### src/verilog/rtp_pkg.sv
// package of the timer-pulse interrupt block: register map, field layouts, timing
// assumes a 100 MHz aclk and a 32-bit AXI4-Lite register port
`default_nettype none

package rtp_pkg;

  // ****************************************
  // register map (byte addresses)
  // ****************************************
  localparam logic [7:0] CTRL_ADDR = 8'h00;
  localparam logic [7:0] PRESET_ADDR = 8'h04;
  localparam logic [7:0] COUNT_ADDR = 8'h08;
  localparam logic [7:0] FLAGS_ADDR = 8'h0c;
  localparam logic [7:0] IRQ_EN_ADDR = 8'h10;
  localparam logic [7:0] PINS_ADDR = 8'h14;
  localparam int ADDR_W = 8;

  localparam logic [1:0] RESP_OKAY = 2'h0;
  localparam logic [1:0] RESP_SLVERR = 2'h2;

  // ****************************************
  // field layouts
  // ****************************************
  typedef struct packed {
    logic [2:0] clock_out_freq_sel;
    logic clock_out_static_enable;
    logic clk_on_irq_en;
    logic clk_on_timer_en;
    logic stamp_en;
    logic stamp_source_sel;
    logic [1:0] timer_clk_sel;
    logic repeat_sel;
    logic timer_run;
  } rtp_ctrl_t;

  // same layout serves the flags and the enables
  typedef struct packed {
    logic poweron;
    logic switchover;
    logic event_src;
    logic alarm;
    logic update;
    logic timer;
  } rtp_src_t;

  typedef struct packed {
    logic update;
    logic alarm;
    logic event_input_pin;
    logic switchover;
    logic poweron;
  } rtp_evt_t;

  localparam rtp_ctrl_t CTRL_RST = 12'h000;
  localparam rtp_src_t SRC_RST = 6'h00;
  localparam logic [2:0] FD_TIMER_PULSE = 3'h6;
  localparam logic [1:0] TD_4096 = 2'h0;
  localparam logic [1:0] TD_64 = 2'h1;
  localparam logic [1:0] TD_1 = 2'h2;

  // ****************************************
  // timing
  // ****************************************
  localparam int CLK_HZ = 100_000_000;
  localparam int CLK_NS = 10;
  localparam int TICK_HZ = 4096;
  localparam int PRE_4096_CYC = CLK_HZ / TICK_HZ;
  localparam int DIV_64 = 64;
  localparam int DIV_1 = 64;
  localparam int DIV_MIN = 60;
  localparam int REL_FAST_NS = 122_000;
  localparam int REL_SLOW_NS = 7_813_000;
  localparam int REL_FAST_CYC = (REL_FAST_NS + CLK_NS - 1) / CLK_NS;
  localparam int REL_SLOW_CYC = (REL_SLOW_NS + CLK_NS - 1) / CLK_NS;

endpackage

`default_nettype wire
### src/verilog/rtp_irq_timer.sv
// interrupt output and countdown timer pulse logic with an AXI4-Lite register port
// assumes event inputs are one-cycle pulses synchronous to aclk
//
// Function
// - interrupt pin low when any of six gated source outputs is active
// - one readable sticky flag per source tells software which event came
// - source drives pin only when enabled; flags set regardless of enables, except the event flag under stamp select 1
// - switchover sets event flag when stamp select 1 and event or stamp enable
// - internal event interrupt from pin or switchover per stamp select, flag clear
// - countdown event sets timer flag and pulls interrupt pin low
// - timer pulse reaches pin only with countdown interrupt enable set
// - pulse self-releases after 122 us for select 00, else 7.813 ms
// - clearing timer flag releases the pulse at once
// - clearing countdown interrupt enable releases the pulse at once
// - stopping the timer leaves a running pulse to its own release time
// - timer flag stays set until software clears it
// - timer pulse enables clock output when both clock enables set, static clear
// - frequency select 110 puts the timer pulses on the clock output
// - countdown fires once in single mode, repeatedly in repeat mode
// - only the first period may deviate; later ones have fixed length
// - clock select picks 4096 Hz, 64 Hz, 1 Hz or 1/60 Hz source
// - single mode stops at zero and clears run; repeat reloads preset
`timescale 1ns/1ns
`default_nettype none

module rtp_irq_timer
  import rtp_pkg::*;
#(
  parameter int PRE_CYC = PRE_4096_CYC,
  parameter int REL_FAST = REL_FAST_CYC,
  parameter int REL_SLOW = REL_SLOW_CYC,
  parameter int TV_W = 12
) (
  // clock and reset
  input wire logic aclk,
  input wire logic aresetn,
  // axi4-lite write
  input wire logic [ADDR_W-1:0] s_axi_awaddr,
  input wire logic s_axi_awvalid,
  output logic s_axi_awready,
  input wire logic [31:0] s_axi_wdata,
  input wire logic [3:0] s_axi_wstrb,
  input wire logic s_axi_wvalid,
  output logic s_axi_wready,
  output logic [1:0] s_axi_bresp,
  output logic s_axi_bvalid,
  input wire logic s_axi_bready,
  // axi4-lite read
  input wire logic [ADDR_W-1:0] s_axi_araddr,
  input wire logic s_axi_arvalid,
  output logic s_axi_arready,
  output logic [31:0] s_axi_rdata,
  output logic [1:0] s_axi_rresp,
  output logic s_axi_rvalid,
  input wire logic s_axi_rready,
  // source events
  input wire rtp_evt_t evt,
  // pins and interrupt
  output logic int_n,
  output logic clk_out,
  output logic irq
);

  // ****************************************
  // state
  // ****************************************
  typedef struct packed {
    rtp_ctrl_t ctrl;
    logic [TV_W-1:0] preset;
    logic [TV_W-1:0] count;
    rtp_src_t flags;
    rtp_src_t en;
    logic pulse;
    logic [19:0] rel;
    logic [14:0] presc;
    logic [5:0] d64;
    logic [5:0] d1;
    logic [5:0] d60;
    logic sq;
    logic int_n;
    logic clk_out;
    logic irq;
    logic aw_got;
    logic w_got;
    logic [ADDR_W-1:0] awaddr;
    logic [31:0] wdata;
    logic [3:0] wstrb;
    logic awready;
    logic wready;
    logic bvalid;
    logic [1:0] bresp;
    logic arready;
    logic rvalid;
    logic [31:0] rdata;
    logic [1:0] rresp;
  } rtp_state_t;

  rtp_state_t s;
  rtp_state_t next_s;

  function automatic logic [31:0] merge(input logic [31:0] old, input logic [31:0] d,
                                        input logic [3:0] be);
    logic [31:0] r;
    r = old;
    for (int i = 0; i < 4; i++) begin
      if (be[i]) begin
        r[8*i +: 8] = d[8*i +: 8];
      end
    end
    return r;
  endfunction

  // ****************************************
  // next state
  // ****************************************
  always_comb begin
    logic t4096, t64, t1, tmin, tick;
    logic fire, wr, clr_ok, rd_ok, run_hw;
    logic freq_ok, sq_tick, auto_clk, ev_int;
    logic [31:0] wv, rv;
    rtp_src_t set, clr;
    next_s = s;
    set = SRC_RST;
    clr = SRC_RST;
    t4096 = 1'b0;
    t64 = 1'b0;
    t1 = 1'b0;
    tmin = 1'b0;
    tick = 1'b0;
    fire = 1'b0;
    wr = 1'b0;
    run_hw = 1'b0;
    freq_ok = 1'b0;
    sq_tick = 1'b0;
    auto_clk = 1'b0;
    ev_int = 1'b0;
    rv = 32'h0;
    rd_ok = 1'b1;
    clr_ok = 1'b1;
    wv = 32'h0;

    // ****************************************
    // source clock enables
    // ****************************************
    // one chain so every rate stays phase locked
    t4096 = (s.presc == 15'(PRE_CYC - 1));
    t64 = t4096 && (s.d64 == 6'(DIV_64 - 1));
    t1 = t64 && (s.d1 == 6'(DIV_1 - 1));
    tmin = t1 && (s.d60 == 6'(DIV_MIN - 1));
    next_s.presc = t4096 ? 15'h0 : s.presc + 15'h1;
    if (t4096) begin
      next_s.d64 = t64 ? 6'h0 : s.d64 + 6'h1;
    end
    if (t64) begin
      next_s.d1 = t1 ? 6'h0 : s.d1 + 6'h1;
    end
    if (t1) begin
      next_s.d60 = tmin ? 6'h0 : s.d60 + 6'h1;
    end
    unique case (s.ctrl.timer_clk_sel)
      TD_4096: tick = t4096;
      TD_64: tick = t64;
      TD_1: tick = t1;
      2'h3: tick = tmin;
    endcase

    // ****************************************
    // countdown
    // ****************************************
    // the free-running prescaler makes only the first period uncertain
    if (s.ctrl.timer_run && tick) begin
      if (s.count <= TV_W'(1)) begin
        fire = (s.count == TV_W'(1));
        if (s.ctrl.repeat_sel && fire) begin
          next_s.count = s.preset;
        end else begin
          next_s.count = '0;
          next_s.ctrl.timer_run = 1'b0;
        end
      end else begin
        next_s.count = s.count - TV_W'(1);
      end
    end

    // ****************************************
    // source events
    // ****************************************
    // flags other than the event flag under stamp select 1 ignore the enables so software can poll
    set.timer = fire;
    set.update = evt.update;
    set.alarm = evt.alarm;
    set.switchover = evt.switchover;
    set.poweron = evt.poweron;
    ev_int = s.en.event_src && !s.flags.event_src &&
             (s.ctrl.stamp_source_sel ? evt.switchover : evt.event_input_pin);
    set.event_src = ev_int || (!s.ctrl.stamp_source_sel && evt.event_input_pin) ||
                    (s.ctrl.stamp_source_sel && evt.switchover &&
                     (s.en.event_src || s.ctrl.stamp_en));

    // ****************************************
    // pulse release counter
    // ****************************************
    if (s.pulse) begin
      if (s.rel == 20'h0) begin
        next_s.pulse = 1'b0;
      end else begin
        next_s.rel = s.rel - 20'h1;
      end
    end

    // run bit as the countdown leaves it, before any register write
    run_hw = next_s.ctrl.timer_run;

    // ****************************************
    // axi4-lite write
    // ****************************************
    if (s.awready && s_axi_awvalid) begin
      next_s.aw_got = 1'b1;
      next_s.awaddr = s_axi_awaddr;
    end
    if (s.wready && s_axi_wvalid) begin
      next_s.w_got = 1'b1;
      next_s.wdata = s_axi_wdata;
      next_s.wstrb = s_axi_wstrb;
    end
    wr = s.aw_got && s.w_got && !s.bvalid;
    if (wr) begin
      next_s.aw_got = 1'b0;
      next_s.w_got = 1'b0;
      next_s.bvalid = 1'b1;
      unique case (s.awaddr)
        CTRL_ADDR: begin
          wv = merge(32'(s.ctrl), s.wdata, s.wstrb);
          next_s.ctrl = rtp_ctrl_t'(wv[11:0]);
          if (wv[0] && !s.ctrl.timer_run) begin
            next_s.count = s.preset;
          end else if (wv[0]) begin
            // a write landing on the firing tick must not revive single mode
            next_s.ctrl.timer_run = run_hw;
          end
          if (s.ctrl.timer_run && !wv[0]) begin
            next_s.ctrl.timer_run = 1'b0;
          end
        end
        PRESET_ADDR: begin
          wv = merge(32'(s.preset), s.wdata, s.wstrb);
          next_s.preset = wv[TV_W-1:0];
        end
        FLAGS_ADDR: clr = s.wstrb[0] ? rtp_src_t'(s.wdata[5:0]) : SRC_RST;
        IRQ_EN_ADDR: begin
          wv = merge(32'(s.en), s.wdata, s.wstrb);
          next_s.en = rtp_src_t'(wv[5:0]);
        end
        COUNT_ADDR, PINS_ADDR: clr_ok = 1'b1;
        default: clr_ok = 1'b0;
      endcase
      next_s.bresp = clr_ok ? RESP_OKAY : RESP_SLVERR;
    end
    if (s.bvalid && s_axi_bready) begin
      next_s.bvalid = 1'b0;
    end
    next_s.awready = !next_s.aw_got && !next_s.bvalid;
    next_s.wready = !next_s.w_got && !next_s.bvalid;

    // ****************************************
    // flags
    // ****************************************
    // set wins over a clear in the same cycle
    next_s.flags = (s.flags & ~clr) | set;

    // ****************************************
    // timer pulse
    // ****************************************
    // early release on flag or enable clear
    if (fire) begin
      next_s.pulse = 1'b1;
      next_s.rel = (s.ctrl.timer_clk_sel == TD_4096) ? 20'(REL_FAST - 1)
                                                      : 20'(REL_SLOW - 1);
    end else if (clr.timer && s.flags.timer) begin
      next_s.pulse = 1'b0;
    end else if (!next_s.en.timer) begin
      next_s.pulse = 1'b0;
    end

    // ****************************************
    // axi4-lite read
    // ****************************************
    if (s.arready && s_axi_arvalid) begin
      unique case (s_axi_araddr)
        CTRL_ADDR: rv = 32'(s.ctrl);
        PRESET_ADDR: rv = 32'(s.preset);
        COUNT_ADDR: rv = 32'(s.count);
        FLAGS_ADDR: rv = 32'(s.flags);
        IRQ_EN_ADDR: rv = 32'(s.en);
        PINS_ADDR: rv = {29'h0, s.pulse, s.clk_out, s.int_n};
        default: rd_ok = 1'b0;
      endcase
      next_s.rvalid = 1'b1;
      next_s.rdata = rv;
      next_s.rresp = rd_ok ? RESP_OKAY : RESP_SLVERR;
    end else if (s.rvalid && s_axi_rready) begin
      next_s.rvalid = 1'b0;
    end
    next_s.arready = !next_s.rvalid;

    // ****************************************
    // pins
    // ****************************************
    next_s.irq = |(next_s.flags & next_s.en);
    next_s.int_n = !((next_s.pulse && next_s.en.timer) ||
                     (next_s.flags.update && next_s.en.update) ||
                     (next_s.flags.alarm && next_s.en.alarm) ||
                     (next_s.flags.event_src && next_s.en.event_src) ||
                     (next_s.flags.switchover && next_s.en.switchover) ||
                     (next_s.flags.poweron && next_s.en.poweron));

    // ****************************************
    // clock output
    // ****************************************
    // square wave only for the three divider rates; other codes except 110 mean no clock
    freq_ok = (next_s.ctrl.clock_out_freq_sel <= 3'h2);
    unique case (next_s.ctrl.clock_out_freq_sel)
      3'h0: sq_tick = t4096;
      3'h1: sq_tick = t64;
      3'h2: sq_tick = t1;
      default: sq_tick = 1'b0;
    endcase
    if (sq_tick) begin
      next_s.sq = !s.sq;
    end
    auto_clk = next_s.pulse && next_s.en.timer && next_s.ctrl.clk_on_timer_en &&
               next_s.ctrl.clk_on_irq_en && !next_s.ctrl.clock_out_static_enable;
    if (next_s.ctrl.clock_out_freq_sel == FD_TIMER_PULSE) begin
      next_s.clk_out = !(next_s.pulse && next_s.en.timer);
    end else begin
      next_s.clk_out = freq_ok && next_s.sq &&
                       (next_s.ctrl.clock_out_static_enable || auto_clk);
    end
  end

  // ****************************************
  // registers
  // ****************************************
  always_ff @(posedge aclk) begin
    if (!aresetn) begin
      s <= '0;
      s.ctrl <= CTRL_RST;
      s.flags <= SRC_RST;
      s.en <= SRC_RST;
      s.int_n <= 1'b1;
      s.clk_out <= 1'b1;
      s.awready <= 1'b1;
      s.wready <= 1'b1;
      s.arready <= 1'b1;
    end else begin
      s <= next_s;
    end
  end

  assign s_axi_awready = s.awready;
  assign s_axi_wready = s.wready;
  assign s_axi_bvalid = s.bvalid;
  assign s_axi_bresp = s.bresp;
  assign s_axi_arready = s.arready;
  assign s_axi_rvalid = s.rvalid;
  assign s_axi_rdata = s.rdata;
  assign s_axi_rresp = s.rresp;
  assign int_n = s.int_n;
  assign clk_out = s.clk_out;
  assign irq = s.irq;

endmodule // rtp_irq_timer

`default_nettype wire

### config.mk
export PLATFORM = sky130hd
export DESIGN_NAME = rtp_irq_timer
export DESIGN_NICKNAME = d
export VERILOG_FILES = /design/src/verilog/rtp_pkg.sv /design/src/verilog/rtp_irq_timer.sv
export SDC_FILE = /design/constraint.sdc
export NUM_CORES = 1
export LEC_CHECK = 0
export BUFFER_PORTS_ARGS = -buffer_cell sky130_fd_sc_hd__clkbuf_2
export CAP_MARGIN = 20
export CORE_MARGIN = 2
export CORE_UTILIZATION = 40
export CTS_BUF_LIST = sky130_fd_sc_hd__clkbuf_4
export CTS_CLUSTER_DIAMETER = 120
export DETAILED_ROUTE_END_ITERATION = 10
export MAX_ROUTING_LAYER = met4
export PLACE_DENSITY_LB_ADDON = 0.25
export SYNTH_ARGS = -nofsm -noshare
export SYNTH_HDL_FRONTEND = slang
export SYNTH_SLANG_ARGS = --single-unit
### constraint.sdc
create_clock -name aclk -period 3.26 [get_ports aclk]
set_input_delay 0.815 -clock aclk [delete_from_list [all_inputs] [get_ports aclk]]
set_output_delay 0.815 -clock aclk [all_outputs]
set_load 0.1 [all_outputs]
### Word level (Yosys, flattened, before mapping)

Cells that the tools add are included.

* flip-flop bits (word level): 171
* bits in latches: 0
* RAM bits: 0
* bits in read-only memories: 0
* input port bits: 64
* logic and storage cells: 210
* memories: 0

* $add $sub $neg: 6
* multipliers: 0
* div/mod/pow operators: 0
* $lt $le $gt $ge: 2
* equality and inequality tests: 23
* shift-type cells: 0
* mux-type cells: 58
* bitwise operators: 5
* reductions and logical operators: 69

Operators by type and width (number)
* 2-to-1 mux 12 bit: 7
* case mux 12 bit (6 select lines): 1
* 2-to-1 mux 20 bit: 3
* 2-to-1 mux 6 bit: 9
* 2-to-1 mux 36 bit: 1
* logical AND 1 bit: 33
* == test 8 x 4 -> 1 bit, second input constant: 4
* == test 8 x 5 -> 1 bit, second input constant: 4
* 2-to-1 mux 8 bit: 4
* 2-to-1 mux 1 bit: 24
* 2-to-1 mux 21 bit: 1
* logical NOT 20 bit: 1
* subtractor 20 x 1 -> 20 bit, second input constant: 1
* adder 6 x 1 -> 6 bit, second input constant: 3
* == test 6 bit, second input constant: 3
* OR reduction 6 bit: 3
* == test 8 x 3 -> 1 bit, second input constant: 2
* logical NOT 8 bit: 2
* adder 15 x 1 -> 15 bit, second input constant: 1
* == test 15 bit, second input constant: 1
* logical NOT 1 bit: 13
* bitwise AND 6 bit: 2
* == test 12 x 1 -> 1 bit, second input constant: 1
* <= comparator 12 x 1 -> 1 bit, second input constant: 1
* other kinds (24): 38

### Depth between registers and ports, before layout

Gate-level depths: netlist of run 1.

* word-level depth: 18
* gate-level depth with buffers: 10
* mapped depth without buffers: 9

### Worst setup path before layout of run 1

OpenSTA, ideal clock, no wires.

* kind: register to register
* start: register s (netlist bit s_axi_bvalid)
* end: register, netlist name clk_out
* arrival time: 2.652 ns
* path slack: 0.524 ns
* cell stages (with the launch flop): 9
* path buffers: 1
* cell sequence: dfxtp_1 > nand3b_1 > nor4bb_1 > clkbuf_1 > mux2_2 > a211oi_1 > nor2_1 > xor2_1 > o31ai_2

* word-level cells in the longest chain between the ends: 13
* elaborated cells on any way between the ends: 26

RTL lines
* start: declaration: line rtp_irq_timer.sv:98 `rtp_state_t s;`
* start signal: assignment: line rtp_irq_timer.sv:356 `s <= next_s;`
* logical NOT 1 bit (*): line rtp_irq_timer.sv:226 `wr = s.aw_got && s.w_got && !s.bvalid;`
* logical AND 1 bit (*): line rtp_irq_timer.sv:226
* 2-to-1 mux 6 bit: line rtp_irq_timer.sv:227 `if (wr) begin`
* 2-to-1 mux 1 bit / logical AND 1 bit (equally long branches): line rtp_irq_timer.sv:281, rtp_irq_timer.sv:279
* 2-to-1 mux 1 bit: line rtp_irq_timer.sv:279 `end else if (clr.timer && s.flags.timer) begin`
* 2-to-1 mux 1 bit: line rtp_irq_timer.sv:275 `if (fire) begin`
* logical AND 1 bit: line rtp_irq_timer.sv:331, rtp_irq_timer.sv:334
* logical AND 1 bit (2 in a row): line rtp_irq_timer.sv:331 `auto_clk = next_s.pulse && next_s.en.timer && next_s.ctrl.clk_on_timer_en &&`
* logical AND 1 bit: line rtp_irq_timer.sv:332 `next_s.ctrl.clk_on_irq_en && !next_s.ctrl.clock_out_static_enable;`
* logical OR 1 bit: line rtp_irq_timer.sv:337 `(next_s.ctrl.clock_out_static_enable || auto_clk);`
* logical AND 1 bit: line rtp_irq_timer.sv:336 `next_s.clk_out = freq_ok && next_s.sq &&`
* 2-to-1 mux 1 bit (*): line rtp_irq_timer.sv:333 `if (next_s.ctrl.clock_out_freq_sel == FD_TIMER_PULSE) begin`

Mark *: on every way between the ends. The rest lies on a longest branch, timed or not.
A chain may end at the register's enable or synchronous reset.

### Worst setup path after layout of run 1

* start: register s[77] in the netlist's numbering
* end: register s[168] in the netlist's numbering

* word-level cells in the longest chain between the ends: 3

RTL lines
* logical NOT 8 bit: line rtp_irq_timer.sv:231 `unique case (s.awaddr)`
* 2-to-1 mux 12 bit: line rtp_irq_timer.sv:231
* 2-to-1 mux 36 bit: line rtp_irq_timer.sv:227

No other way between the ends.

==> reports/metrics.yaml, run 1 <==
pwr:
  vdd_ir_drop_max_v: 0.0002220
  p_per_area_nw_per_um2: 456.4
  p_leak_nw: 3.091
logic_synthesis:
  seq_area_frac_synth_pct: 42.27
  synth-async-reset-ratio_pct: 0
  syn_area_um2: 7057
  synth_ff_type: "dfxtp_1"
  synthTopCellsByArea: "dfxtp_1, nor2_1, nand2_1, a21oi_1, buf_4"
  synth_edf_count: 0
  yosys_register_bits: 149
  ys_warn_count: 0
  synthesis.instances: 831
  synth_top_area_share_pct: 42.27
  synth_cell_types: 59
  synth_largest_area_cell: "dfxtp_1"
  synth_area_per_cell_um2: 8.492
drt:
  drc: 0
  dr.pass1.iters: 7
  vias: 5995
  drtIter0Drc: 471
  vias_per_cell: 5.338
  totalWireLength_um: 17550
  wl_per_cell_um: 15.63
  postRouteAntennaNets: 0
die:
  start_util_pct: 40.80
  die_x_um: 136.8
  die_y_um: 136.8
  rows: 48
  pin_count: 108
  core_um2: 17300
  die_area_um2: 18720
timing:
  relSlewSlack_pct: 45.36
  clock.fmax_mhz: 350.0
  setup_viol: 0
  skew_ns: 0.02522
  slew_viol_final: 0
  finalHoldViolCount: 0
  period_share_pct: 87.64
  tightest_slew_ns: 0.8081
  rsz0062_at_grt: "false"
  period_needed_ns: 2.857
  tns_ns: 0
placed_design:
  dp.cells: 1092
  io_buffers: 63
  place_congestion: 0.9009
  dp_hpwl_um: 12820
  placed_cell_area_um2: 7487
global_route:
  grt_usage_pct: 19.97
  grt_max_degree: 28
  grt_antenna_before_repair: 1
  overflow: 0
  grt_pass1_vias: 5321
  grt_pass1_wl_um: 28170
worst_setup_path:
  crit_chain: "or3_1 -> or2_2 -> nor4_1 -> nand3b_1 -> o21ai_1 -> and2_1 -> o2bb2ai_1"
  critPathTopFamily: "simple AND/OR/NAND/NOR gates"
  cp.depth: 7
  crit_buf_inv: 0
  critPathKind: "flop to flop"
  critPathRequiredTime_ns: 3.76
  arrival_ns: 3.36
  critical_path.max_stage_delay_ns: 0.50
  reg2reg_depth: 7
  slowest_stage: "nor4_1"
  end_kind: "flop"
  worst_setup_path_start_kind: "flop"
  crit_fanout: 9
hold_path:
  hp-class: "primary input to flop"
  min_path_cells: 3
cts:
  insertion_delay_ns: 0.58
  cts.sinks: 149
  clkTransAtPathRegs_ns: 0.13
  post_cts_resized: 0
  clock_path_buffers: 2
  cts_setup_buffers: 0
  cts_hold_buffers: 0
  cts_buffers: 17
  cts_tree: "yes"
  htree_levels: 4
  clock-root-buffer: "clkbuf_4"
finish:
  design_area_um2: 7801
  layout-drive-gt1-share_pct: 14.60
  area_delta_synth_final_pct: 10.55
  nNetsFinal: 958
  final_cells: 1123
flow_run:
  maxCapViolations: 0
outcome:
  status: "completed"
-- metrics by stage --
step | hold slack, ns | power, mW | utilization, % | setup WS [ns]
after floorplan | 0.4401 | 2.266 | - | 0.5239
after detailed placement | 0.4657 | 2.336 | 43.29 | 0.4981
after global placement | 0.4594 | 2.333 | 43.29 | 0.5361
after global routing | 0.3984 | 3.701 | 45.10 | 0.2645
final | 0.4422 | 3.560 | 45.10 | 0.4030
after CTS | 0.4111 | 3.595 | 45.09 | 0.4726
-- synth_stat cells (6+ instances only) --
| master | count |
|---|---|
| a21oi_1 | 69 |
| a22oi_1 | 22 |
| a32o_1 | 6 |
| and2_1 | 9 |
| and3_1 | 8 |
| buf_4 | 36 |
| clkbuf_1 | 28 |
| dfxtp_1 | 149 |
| ha_1 | 8 |
| inv_1 | 19 |
| mux2i_1 | 26 |
| nand2_1 | 93 |
| nand3_1 | 17 |
| nand3b_1 | 8 |
| nand4_1 | 18 |
| nor2_1 | 103 |
| nor2b_1 | 6 |
| nor3_1 | 13 |
| nor4_1 | 16 |
| o21ai_0 | 29 |
| o2bb2ai_1 | 13 |
| or3_1 | 10 |
| or4_1 | 9 |
| xnor2_1 | 18 |
| xor2_1 | 29 |
-- kinds of logic after synthesis --
group	share of synthesized area, %
DFF	42.27
and+or+nand+nor	23.94
xor gates and xnor gates	5.833
AOI/OAI and AO/OA	15.92
other	0.05314
buffers and inverters	6.720
muxes	3.848
adders and majority gates	1.418
-- layout by cell type (no fill, tap or decap), types with 6 or more instances in the layout --
cell	count
dfxtp_1	149
nor2_1	103
nand2_1	93
a21oi_1	69
clkbuf_2	63
o21ai_0	29
xor2_1	29
mux2i_1	26
a22oi_1	22
conb_1	22
buf_4	21
inv_1	18
nand4_1	18
xnor2_1	18
nand3_1	17
clkbuf_4	17
nor4_1	16
o2bb2ai_1	13
nor3_1	13
or3_1	10
and2_1	9
or4_1	9
and3_1	8
nand3b_1	8
ha_1	8
nor2b_1	6
a32o_1	6
-- worst reg2reg max path, stage by stage (launching register included) --
cell       delay [ns]
dfxtp_1          0.35
or3_1            0.44
or2_2            0.34
nor4_1           0.50
nand3b_1         0.41
o21ai_1          0.24
and2_1           0.35
o2bb2ai_1        0.15
-- routing by layer --
| metal | share of wire [%] | vias to the layer above | track usage, % |
|---|---|---|---|
| li1 | - | 3015 | - |
| met2 | 40 | 172 | 27.28 |
| met1 | 51 | 2787 | 28.93 |
| met4 | 2.1 | 0 | 6.472 |
| met5 | 0 | - | - |
| met3 | 6.1 | 21 | 4.519 |
-- area by class of cell --
type / count / area (µm²)
Antenna cell: 1 / 2.502
Clock buffer: 17 / 127.6
Clock inverter: 13 / 183.9
Fill cell: 1719 / 9495
Inverter: 19 / 71.32
Multi-Input combinational cell: 615 / 3679
Sequential cell: 149 / 2983
Tap cell: 225 / 281.5
Timing Repair Buffer: 84 / 473.0
-- worst paths after layout --
path / from / end / slack, ns
max: s[77]$_SDFFE_PN0P_ / s[168]$_SDFF_PN0_ / 0.40
min: s_axi_wdata[9] / s[54]$_SDFFE_PN0P_ / 0.44
max reg2reg: s[77]$_SDFFE_PN0P_ / s[168]$_SDFF_PN0_ / 0.40
min reg2reg: s[188]$_SDFF_PN0_ / s[188]$_SDFF_PN0_ / 0.48
-- registers in the layout, indices dropped and copies added (netlist names) --
register and count:
s_axi_rdata 12, s_axi_bvalid 1, s_axi_bresp 1, s_axi_rresp 1, s_axi_awready 1, s 127, int_n 1, s_axi_rvalid 1
irq 1, s_axi_arready 1, s_axi_wready 1, clk_out 1
-- power breakdown --
| group | total (mW) | switching [mW] | internal (mW) |
|---|---|---|---|
| Sequential | 1.91 | 0.0462 | 1.86 |
| Clock | 1.27 | 0.667 | 0.599 |
| Combinational | 0.388 | 0.310 | 0.0779 |
| Total | 3.56 | 1.02 | 2.54 |
No activity file was read; power rests on OpenSTA's default activity.
==> inputs of run 2 (changes only) <==
--- a/config.mk
+++ b/config.mk
@@ -8,12 +8,13 @@
 export BUFFER_PORTS_ARGS = -buffer_cell sky130_fd_sc_hd__clkbuf_2
 export CAP_MARGIN = 20
 export CORE_MARGIN = 2
-export CORE_UTILIZATION = 40
+export CORE_UTILIZATION = 25
 export CTS_BUF_LIST = sky130_fd_sc_hd__clkbuf_4
 export CTS_CLUSTER_DIAMETER = 120
 export DETAILED_ROUTE_END_ITERATION = 10
 export MAX_ROUTING_LAYER = met4
 export PLACE_DENSITY_LB_ADDON = 0.25
+export SKIP_CTS_REPAIR_TIMING = 1
 export SYNTH_ARGS = -nofsm -noshare
 export SYNTH_HDL_FRONTEND = slang
 export SYNTH_SLANG_ARGS = --single-unit
==> run 2 against run 1 <==
Net effect: cell count increased by 14%; combinational power increased by 1%; largest cell class unchanged; critical path type unchanged; worst hold slack got worse by 0.0075 ns.
==> reports/metrics.yaml, run 2 (synthesis results as in run 1) <==
pwr:
  power.total_mw: 3.476  # -2.4%
  p_per_area_nw_per_um2: 435.2  # -4.6%
  p_sw_mw: 1.182  # +16%
  pwr-share-clk_pct: 33.8  # -1.7 points
  vdd_ir_drop_max_v: 0.0002272  # +2.4%
  pwr-share-comb_pct: 11.3  # +0.4 points
  netSwitchingFraction_pct: 34.02  # +5.3 points
  p_leak_nw: 3.095  # +0.11%
  p_seq_share_pct: 54.9  # +1.3 points
  p_int_mw: 2.293  # -9.6%
timing:
  tightest_slew_ns: 0.8009  # -0.007255 ns
  period_share_pct: 84.69  # -3.0 points
  skew_ns: 0.02684  # +0.001625 ns
  period_needed_ns: 2.761  # -0.09624 ns
  tns_ns: 0  # unchanged
  rsz0062_at_grt: "false"
  finalHoldViolCount: 0  # unchanged
  relSlewSlack_pct: 46.58  # +1.2 points
  setup_viol: 0  # unchanged
  slew_viol_final: 0  # unchanged
  clock.fmax_mhz: 362.2  # +3.5%
worst_setup_path:
  arrival_ns: 3.25  # -0.11 ns
  end_kind: "flop"
  reg2reg_depth: 7  # unchanged
  cp-startpoint: "s[163]$_SDFF_PN0_"
  worstSetupEndpoint: "clk_out$_SDFF_PN1_"
  critPathRequiredTime_ns: 3.75  # about the same
  crit_fanout: 4  # -5
  r2r-end: "clk_out$_SDFF_PN1_"
  worst_setup_path_start_kind: "flop"
  rrSetupSlack_ns: 0.50  # +0.10 ns
  timing.rr.start: "s[163]$_SDFF_PN0_"
  critPathKind: "flop to flop"
outcome:
  status: "completed"
finish:
  fillers: 3035  # +77%
  multi_input_area_um2: 3679  # unchanged
  area_delta_synth_final_pct: 13.19
  nNetsFinal: 960  # +0.21%
  final_common_cell: "dfxtp_1"
  layout-drive-gt1-share_pct: 14.98  # +0.38 points
  regMostFlops: "s"
  seq_area_um2: 2983  # unchanged
  layout_common_cells: "dfxtp_1, nor2_1, nand2_1"
  largest_reg_flops: 127  # unchanged
cts:
  cts_buffers: 17  # unchanged
  insertion_delay_ns: 0.58  # about the same
  cts_tree: "yes"
  cts.sinks: 149  # unchanged
  htree_levels: 4  # unchanged
  clock-root-buffer: "clkbuf_4"
  clkTransAtPathRegs_ns: 0.16  # +0.03 ns
  clock_path_buffers: 2  # unchanged
drt:
  vias_per_cell: 4.645  # -13%
  drtIter0Drc: 387  # -18%
  wl_per_cell_um: 14.89  # -4.7%
  drc: 0  # unchanged
  totalWireLength_um: 19060  # +8.6%
  vias: 5946  # -0.82%
  dr.pass1.iters: 5  # -2
  postRouteAntennaNets: 0  # unchanged
hold_path:
  min_from: "s_axi_wdata[0]"
  hp-class: "primary input to flop"
global_route:
  grt_antenna_before_repair: 1  # unchanged
  grt_max_degree: 39  # +39%
  grt_pass1_vias: 5459  # +2.6%
  grt_pass1_wl_um: 30570  # +8.5%
  grt_usage_pct: 13.77  # -6.2 points
  overflow: 0  # unchanged
die:
  die_y_um: 172.0  # +26%
  die_area_um2: 29590  # +58%
  die_x_um: 172.0  # +26%
  core_um2: 27780  # +61%
  pin_count: 108  # unchanged
  rows: 61  # +27%
  start_util_pct: 25.40  # -15 points
flow_run:
  maxCapViolations: 0  # unchanged
placed_design:
  dp_hpwl_um: 14110  # +10%
  place_congestion: 0.7989  # -11%
  io_buffers: 63  # unchanged
[run 2: area by class of cell]
type	count	area share [%]
antenna	1	0.03133
clock buffer	17	1.598
clock inverter	15	1.895
inverter	19	0.8929
multi-input combinational	615	46.05
sequential	149	37.34
tap	378	5.921
timing repair buffer	86	6.266
[run 2: through the flow]
stage	setup WS, ns	util [%]	cells	hold WS, ns	cell area (µm²)
4_1_cts	0.4759	28.74	1279	0.3860	7985
3_5_place_dp	0.4994	27.74	1247	0.4688	7706
5_1_grt	0.3008	28.75	1280	0.3819	7988
3_3_place_gp	0.5264	27.74	1247	0.4635	7706
6_report	0.4993	28.75	1280	0.4347	7988
2_1_floorplan	0.5239	-	852	0.4401	7136
[run 2: worst min path at each step]
| stage | end | slack, ns | cells after the start |
|---|---|---|---|
| 2_1_floorplan | s[188]$_SDFF_PN0_ | 0.44 | 2 |
| 3_3_place_gp | s[104]$_SDFFE_PN0P_ | 0.46 | 2 |
| 3_5_place_dp | s[104]$_SDFFE_PN0P_ | 0.47 | 2 |
| 4_1_cts | s[46]$_SDFFE_PN0P_ | 0.39 | 3 |
| 5_1_grt | s[45]$_SDFFE_PN0P_ | 0.38 | 3 |
| 6_report | s[45]$_SDFFE_PN0P_ | 0.43 | 3 |
[run 2: per-layer routing]
metal  up-vias  global-route usage [%]  wire length (µm)
li1       3013                       -                 -
met1      2771                   19.83             10000
met2       148                   19.56              7991
met3        14                   2.678               874
met4         0                   3.617               186
met5         -                       -                 0
[run 2: worst max-delay path, cell delays in order (launching register included)]
cell and delay [ns]:
dfxtp_1 0.38, or4_4 0.53, or4b_4 0.54, nor4b_4 0.33
nand4_2 0.24, a21o_1 0.26, o21a_1 0.21, o31ai_2 0.19
[run 2: power groups by stage]
| stage | Clock (mW) | Sequential (mW) | Combinational (mW) |
|---|---|---|---|
| after floorplan | 0 | 1.97 | 0.293 |
| after global placement | 0 | 1.95 | 0.395 |
| after detailed placement | 0 | 1.95 | 0.396 |
| after CTS | 1.23 | 1.91 | 0.397 |
| after global routing | 1.31 | 1.92 | 0.421 |
| final | 1.17 | 1.91 | 0.393 |
